### src/pmr_map.svh
`ifndef PMR_MAP_SVH
`define PMR_MAP_SVH

// array shape
`define PMR_NUM_REGS 20
`define PMR_NUM_CELLS 10
`define PMR_ADDR_W 12

// register offsets (byte addresses)
`define PMR_OFF_TYPE 12'h000
`define PMR_OFF_CLKSEL 12'h004
`define PMR_OFF_POLARITY 12'h008
`define PMR_OFF_REGSTATE 12'h00C
`define PMR_OFF_STATUS 12'h010

// field positions
`define PMR_STATUS_BUSY_BIT 0

// reset values
`define PMR_RST_TYPE 20'h00000
`define PMR_RST_CLKSEL 20'h00000
`define PMR_RST_POLARITY 10'h000

// timing
`define PMR_CLK_PERIOD_NS 8
`define PMR_POWER_UP_RESET_TIME_NS 600
`define PMR_POWER_UP_RESET_TIME_MAX_NS 1000
`define PMR_PUR_CYCLES ((`PMR_POWER_UP_RESET_TIME_NS + `PMR_CLK_PERIOD_NS - 1) / `PMR_CLK_PERIOD_NS)
`define PMR_PUR_CNT_W 7

`endif

### src/pmr_pkg.sv
package pmr_pkg;

    typedef logic [19:0] pmr_reg_vec_t;
    typedef logic [9:0] pmr_cell_vec_t;

    typedef enum logic [1:0] {
        PMR_POR_RUN = 2'b01,
        PMR_POR_DONE = 2'b10
    } pmr_por_state_t;

    typedef struct packed {
        pmr_por_state_t st;
        logic [6:0] cnt;
    } pmr_por_t;

    typedef struct packed {
        pmr_reg_vec_t typeT;
        pmr_reg_vec_t clkSelPin;
        pmr_cell_vec_t outInvert;
        logic pready;
        logic pslverr;
        logic [31:0] prdata;
    } pmr_slave_t;

    typedef struct packed {
        pmr_reg_vec_t regQ;
        pmr_reg_vec_t clkPrev;
        logic pinPrev;
        pmr_cell_vec_t ioOut;
        pmr_cell_vec_t ioOe;
        pmr_cell_vec_t ioFb;
    } pmr_core_t;

endpackage : pmr_pkg

### src/pmr_cfg_if.sv
interface pmr_cfg_if;
    import pmr_pkg::*;
    pmr_reg_vec_t typeT;
    pmr_reg_vec_t clkSelPin;
    pmr_cell_vec_t outInvert;
    pmr_reg_vec_t regState;
    logic purBusy;

    modport cfgSrc (
        output typeT,
        output clkSelPin,
        output outInvert,
        input regState,
        input purBusy
    );

    modport core (
        input typeT,
        input clkSelPin,
        input outInvert,
        output regState,
        output purBusy
    );
endinterface : pmr_cfg_if

### src/pmr_por_timer.sv
`include "pmr_map.svh"

module pmr_por_timer (
    // clock and reset
    input wire logic ref_clk,
    input wire logic nrst,
    // status
    output logic busy
);
    import pmr_pkg::*;

    pmr_por_t q;
    pmr_por_t d;

    always_comb begin
        d = q;
        case (q.st)
            PMR_POR_RUN: begin
                if (q.cnt == 7'(`PMR_PUR_CYCLES - 1)) begin
                    d.st = PMR_POR_DONE;
                end else begin
                    d.cnt = q.cnt + 7'h01;
                end
            end
            PMR_POR_DONE: begin
                d.st = PMR_POR_DONE;
            end
            default: begin
                d.st = PMR_POR_RUN;
                d.cnt = 7'h00;
            end
        endcase
    end

    always_ff @(posedge ref_clk) begin
        if (!nrst) begin
            q <= '{st: PMR_POR_RUN, cnt: 7'h00};
        end else begin
            q <= d;
        end
    end

    assign busy = q.st[0];
endmodule : pmr_por_timer

### src/pmr_apb_slave.sv
`include "pmr_map.svh"

module pmr_apb_slave (
    // clock and reset
    input wire logic ref_clk,
    input wire logic nrst,
    // apb
    input wire logic psel,
    input wire logic penable,
    input wire logic pwrite,
    input wire logic [11:0] paddr,
    input wire logic [31:0] pwdata,
    output logic pready,
    output logic pslverr,
    output logic [31:0] prdata,
    // configuration to the array
    pmr_cfg_if.cfgSrc cfg
);
    import pmr_pkg::*;

    pmr_slave_t q;
    pmr_slave_t d;
    logic [31:0] rdMux;
    logic hit;

    always_comb begin
        hit = 1'b1;
        rdMux = 32'h00000000;
        case (paddr)
            `PMR_OFF_TYPE: rdMux = {12'h000, q.typeT};
            `PMR_OFF_CLKSEL: rdMux = {12'h000, q.clkSelPin};
            `PMR_OFF_POLARITY: rdMux = {22'h000000, q.outInvert};
            `PMR_OFF_REGSTATE: rdMux = {12'h000, cfg.regState};
            `PMR_OFF_STATUS: rdMux[`PMR_STATUS_BUSY_BIT] = cfg.purBusy;
            default: hit = 1'b0;
        endcase
    end

    always_comb begin
        d = q;
        d.pready = 1'b0;
        d.pslverr = 1'b0;
        d.prdata = 32'h00000000;
        if (psel && penable && !q.pready) begin
            // answer one cycle into the access phase
            d.pready = 1'b1;
            d.pslverr = !hit;
            d.prdata = pwrite ? 32'h00000000 : rdMux;
        end
        if (psel && penable && q.pready && pwrite && !q.pslverr) begin
            // write lands on the completing edge
            case (paddr)
                `PMR_OFF_TYPE: d.typeT = pwdata[19:0];
                `PMR_OFF_CLKSEL: d.clkSelPin = pwdata[19:0];
                `PMR_OFF_POLARITY: d.outInvert = pwdata[9:0];
                default: d.typeT = q.typeT;
            endcase
        end
    end

    always_ff @(posedge ref_clk) begin
        if (!nrst) begin
            q <= '{typeT: `PMR_RST_TYPE, clkSelPin: `PMR_RST_CLKSEL, outInvert: `PMR_RST_POLARITY,
                   pready: 1'b0, pslverr: 1'b0, prdata: 32'h00000000};
        end else begin
            q <= d;
        end
    end

    assign pready = q.pready;
    assign pslverr = q.pslverr;
    assign prdata = q.prdata;
    assign cfg.typeT = q.typeT;
    assign cfg.clkSelPin = q.clkSelPin;
    assign cfg.outInvert = q.outInvert;
endmodule : pmr_apb_slave

### src/pmr_macrocell_array.sv
`include "pmr_map.svh"

module pmr_macrocell_array (
    // clock and reset
    input wire logic ref_clk,
    input wire logic nrst,
    // apb
    input wire logic psel,
    input wire logic penable,
    input wire logic pwrite,
    input wire logic [11:0] paddr,
    input wire logic [31:0] pwdata,
    output logic pready,
    output logic pslverr,
    output logic [31:0] prdata,
    // array terms
    input wire pmr_pkg::pmr_reg_vec_t sumTerm,
    input wire pmr_pkg::pmr_reg_vec_t resetTerm,
    input wire pmr_pkg::pmr_reg_vec_t clockTerm,
    input wire logic pinClk,
    input wire logic presetTerm,
    input wire pmr_pkg::pmr_cell_vec_t oeTerm,
    // feedback into the array
    output pmr_pkg::pmr_reg_vec_t regFeedback,
    // i/o pins
    input wire pmr_pkg::pmr_cell_vec_t ioIn,
    output pmr_pkg::pmr_cell_vec_t ioOut,
    output pmr_pkg::pmr_cell_vec_t ioOe,
    output pmr_pkg::pmr_cell_vec_t ioInPath
);
    import pmr_pkg::*;

    pmr_cfg_if cfg ();
    pmr_core_t q;
    pmr_core_t d;
    pmr_reg_vec_t edgeHit;
    logic purBusy;

    pmr_apb_slave u_slave (
        .ref_clk(ref_clk),
        .nrst(nrst),
        .psel(psel),
        .penable(penable),
        .pwrite(pwrite),
        .paddr(paddr),
        .pwdata(pwdata),
        .pready(pready),
        .pslverr(pslverr),
        .prdata(prdata),
        .cfg(cfg.cfgSrc)
    );

    pmr_por_timer u_por (
        .ref_clk(ref_clk),
        .nrst(nrst),
        .busy(purBusy)
    );

    // per-flop rising edge of the selected clock source
    genvar g;
    generate
        for (g = 0; g < `PMR_NUM_REGS; g++) begin : g_edge
            assign edgeHit[g] = cfg.clkSelPin[g] ? (pinClk && !q.pinPrev) : (clockTerm[g] && !q.clkPrev[g]);
        end
    endgenerate

    always_comb begin
        d = q;
        d.pinPrev = pinClk;
        d.clkPrev = clockTerm;
        for (int i = 0; i < `PMR_NUM_REGS; i++) begin
            if (purBusy) begin
                d.regQ[i] = 1'b0;
            end else if (resetTerm[i]) begin
                // edge history follows the clock, so no edge is pending at release
                d.regQ[i] = 1'b0;
            end else if (edgeHit[i]) begin
                if (presetTerm) begin
                    d.regQ[i] = 1'b1;
                end else if (cfg.typeT[i]) begin
                    d.regQ[i] = q.regQ[i] ^ sumTerm[i];
                end else begin
                    d.regQ[i] = sumTerm[i];
                end
            end
        end
        for (int c = 0; c < `PMR_NUM_CELLS; c++) begin
            // even flop of each cell drives the pin, odd one is buried
            d.ioOut[c] = d.regQ[2 * c] ^ cfg.outInvert[c];
            d.ioOe[c] = oeTerm[c] && !purBusy;
            d.ioFb[c] = ioIn[c];
        end
    end

    always_ff @(posedge ref_clk) begin
        if (!nrst) begin
            q <= '0;
        end else begin
            q <= d;
        end
    end

    assign cfg.regState = q.regQ;
    assign cfg.purBusy = purBusy;
    assign regFeedback = q.regQ;
    assign ioOut = q.ioOut;
    assign ioOe = q.ioOe;
    assign ioInPath = q.ioFb;
endmodule : pmr_macrocell_array

### config.mk
export PLATFORM = sky130hd
export DESIGN_NAME = pmr_macrocell_array
export DESIGN_NICKNAME = d
export VERILOG_FILES = /design/src/pmr_pkg.sv /design/src/pmr_cfg_if.sv /design/src/pmr_por_timer.sv /design/src/pmr_apb_slave.sv /design/src/pmr_macrocell_array.sv
export VERILOG_INCLUDE_DIRS = /design/src /design/src/src
export SDC_FILE = /design/constraint.sdc
export NUM_CORES = 1
export LEC_CHECK = 0
export BUFFER_PORTS_ARGS = -buffer_cell sky130_fd_sc_hd__buf_2
export CAP_MARGIN = 20
export CORE_MARGIN = 4
export CORE_UTILIZATION = 48
export CTS_BUF_LIST = sky130_fd_sc_hd__clkbuf_4 sky130_fd_sc_hd__clkbuf_8
export DETAILED_ROUTE_END_ITERATION = 8
export PLACE_DENSITY = 0.87
export SYNTH_ARGS = -nofsm -noshare
export SYNTH_HDL_FRONTEND = slang
export SYNTH_HIERARCHICAL = 1
export SYNTH_SLANG_ARGS = --single-unit
### constraint.sdc
create_clock -name ref_clk -period 1.74 [get_ports ref_clk]
set_input_delay 0.087 -clock ref_clk [delete_from_list [all_inputs] [get_ports ref_clk]]
set_output_delay 0.087 -clock ref_clk [all_outputs]
set_load 0.03 [all_outputs]
==> metrics.md <==
| Metric | Value |
|---|---|
| Worst R2R Path Depth | 6 |
| Hold WC Path Type | in2reg |
| Endpoint class of the critical path | register |
| Boundary pin count | 215 |
| Clock sinks | 152 |
| Synth Cell Area | 7188 sq um |
| Fmax | 0.6233 GHz |
| Pre-CTS setup slack | -54.61 ps |
| Peak VDD IR | 0.0006797 V |
| Final net count | 1131 |
| Commonest non-fill, non-tap cell in the layout | buf_2 |
| Synth unique cells | 51 |
| Dpl cell area | 8061 sq um |
| Starting Density | 0.4927 |
| Rows | 44 |
| HPWL after detailed placement | 13650 um |
| Initial antenna violation count | 0 |
| Simple-gate share of the synthesized area | 0.2228 |
| Compound-Gate Fraction of Synth Area | 0.09521 |
| Reg2reg end | u_por/q[5] |
| Yosys top cell by area | dfxtp_1 |
| Most used DFF post-synth | dfxtp_1 |
| RSZ-0062 raised after global routing | no |
| Top cell type's share of synthesized area | 0.4233 |
| TritonCTS clock tree | done |
| Placed Cells | 1083 |
| Vias | 6235 |
| IO buf count | 190 |
| Hold Crit Start | resetTerm[8] |
| Final WS setup | 135.7 ps |
| Share of cells above drive strength 1 | 0.2956 |
| Syn_area_per_cell | 9.396 sq um |
| Finished Layout Cells | 1193 |
| Cell count after synthesis | 765 |
| Routed WL | 20100 um |
| Min-Delay Endpoint | ioOut[4] |
| Root buffer cell | clkbuf_8 |
| Status | completed |
| Vias in the first global route | 6127 |
| M1 WL | 8461 um |
| Pin count of the biggest net entering global routing | 32 |
| Post-route clock period utilization | 0.9220 |
| Max layer used | met4 |
| First-pass GRT wire length | 30570 um |
| Setup crit start kind | register |
| WL met3 | 1370 um |
| FFs w/ async S/R, synth | 0 |
| Setup Fix Bufs, Post-CTS | 0 |
| Synth Area in Adders | 0.006963 |
| CP required | 2110 ps |
| Most frequent cells in the layout | buf_2, dfxtp_1, nand2_1 |
| CTS Buf Count | 17 |
| Leakage | 4.384 nW |
| WL/cell | 16.85 um |
| Antenna-violating nets left | 0 |
| Xor-xnor portion of the synthesized cell area | 0.01218 |
| Floorplan Core Area | 14590 sq um |
| Max-slew violation count | 0 |
| Mux share of post-synthesis cell area | 0.1474 |
| Crit path arrival time | 1970 ps |
| Drt first pass iters | 6 |
| 1st-iter DRT viols | 257 |
| PD cells | 820.8 nW/um^2 |
| Seq/Total Area, Yosys | 0.4233 |
| Worst setup path class | reg2reg |
| Synthesized flop and latch total | 152 |
| Gp weighted congestion | 0.8774 |
| Endpoints failing setup | 0 |
| DIE AREA | 17000 sq um |
| Worst slew margin | 0.5815 |
| Hold path depth | 4 |
| Global Route Usage Sum | 0.2308 |
| Reg-to-reg startpoint | u_por/q[0] |
| Min Tclk post-route | 1604 ps |
| Vias/cell | 5.226 |
| EDFF count, synth | 0 |
| DIE HEIGHT | 130.4 um |
| Chip width | 130.4 um |
| DRC Markers | 0 |
| Synthesis-to-layout area growth | 28.11% |
| Final Cell Area | 9209 sq um |
| Synth top area cells | dfxtp_1, mux2i_1, buf_4, nand2_1, and2_1 |
| Congestion Overflow GR | 0 |
| Fill count | 1164 |
| R2r setup slk | 140 ps |
| Critical path fanouts, max | 4 |
| Warnings, synthesis | 6 |
| Largest family of logic cells by synthesized area | simple AND/OR/NAND/NOR gates |
| Actual slew at the worst max-slew pin | 624.9 ps |
| Number of max-cap violations | 0 |
| Clk buf depth | 2 |
| Met2 Wirelength | 9835 um |
| Clk_skew | 9.609 ps |
| Worst-skew pair later-pin latency | 450 ps |
| Final hold viol count | 0 |
| H-tree lvl count | 4 |
| Worst-path clk slew | 80 ps |
[synth_stat cells (3+ instances only)]
library cell,number
nand4_1,3
o21a_1,3
buf_4,62
a22oi_1,20
a2bb2oi_1,9
nor2b_1,13
nor3b_1,11
nand2b_1,23
ha_1,4
o311a_1,10
nor2_2,9
o21bai_1,10
mux2_4,9
nor3_1,12
xnor2_1,10
nor2_1,30
and3_1,10
or4_1,3
mux2_2,11
buf_6,4
a31oi_1,4
inv_1,5
dfxtp_1,152
a21oi_1,35
buf_2,7
mux2i_1,80
nand3_1,13
and2_1,51
nand2_1,100
clkbuf_1,23
[worst max-delay path, cell delays in order (launching register included)]
cell	delay [ps]
dfxtp_1	390
inv_1	80
ha_1	190
nand2_1	130
o21ai_2	100
or4_1	470
a31oi_1	170
[worst max-delay path by stage]
stage          startpoint                       end  depth (start not counted)
3_5_place_dp     paddr[5]         u_slave/prdata[6]                          6
3_3_place_gp     paddr[5]         u_slave/prdata[6]                          6
6_report       u_por/q[0]                u_por/q[5]                          6
5_1_grt        u_por/busy                u_por/q[2]                          6
2_1_floorplan    paddr[1]  u_slave/cfg.outInvert[0]                          6
4_1_cts        u_por/busy                u_por/q[2]                          6
[kinds of logic after synthesis]
family | Yosys count
adders and majority gates | 4
buffers and inverters | 103
muxes | 100
and+or+nand+nor | 296
xor gates and xnor gates | 10
AOI/OAI and AO/OA | 99
DFF | 152
other | 1
[layout make-up]
type / count / area, sq um / share of cell area
antenna: 1 / 2.502 / 0.0002717
clock buffer: 23 / 285.3 / 0.03098
clock inverter: 8 / 75.07 / 0.008152
inverter: 5 / 18.77 / 0.002038
multi-input combinational: 521 / 3536 / 0.3840
sequential: 152 / 3044 / 0.3306
tap: 184 / 230.2 / 0.02500
timing repair buffer: 299 / 2017 / 0.2190
[repair_timing]
item,4_1_cts,5_1_grt
endpoints found under the hold margin,106,1
pin swaps,0,0
endpoints found under the setup margin,1,1
hold buffers,77,1
resized for setup,1,1
[state kept, by name (all words and copies together), names as in the netlist]
register and flops:
u_slave/cfg.outInvert 10, u_slave/cfg.clkSelPin 20, q 21, u_por/busy 1, u_slave/cfg.typeT 20, u_slave/prdata 20
ioInPath 10, ioOe 10, u_slave/pready 1, regFeedback 20, ioOut 10, u_slave/pslverr 1
u_por/q 8
[where the power goes]
| group | total, W | switching [W] | internal, W |
|---|---|---|---|
| sequential | 0.00368 | 0.0000791 | 0.00360 |
| combinational | 0.00137 | 0.000742 | 0.000630 |
| clock | 0.00251 | 0.00128 | 0.00123 |
[stage by stage]
| stage | hold slack (ps) | setup TNS [ps] | utilization | total power [W] |
|---|---|---|---|---|
| 2_1_floorplan | 166.3 | 0 | - | 0.004584 |
| 3_3_place_gp | 256.0 | -1.224 | 0.5526 | 0.004926 |
| 3_5_place_dp | 255.1 | -428.2 | 0.5526 | 0.004961 |
| 4_1_cts | 7.101 | 0 | 0.6303 | 0.007561 |
| 5_1_grt | 24.65 | 0 | 0.6310 | 0.007876 |
| 6_report | 38.71 | 0 | 0.6312 | 0.007559 |
[layer usage]
| metal | track usage | vias to the layer above |
|---|---|---|
| met5 | 0 | - |
| met1 | 0.2851 | 2956 |
| met2 | 0.3917 | 229 |
| met4 | 0.07562 | 0 |
| met3 | 0.06382 | 31 |
| li1 | - | 3019 |
No activity file was read; power rests on OpenSTA's default activity.
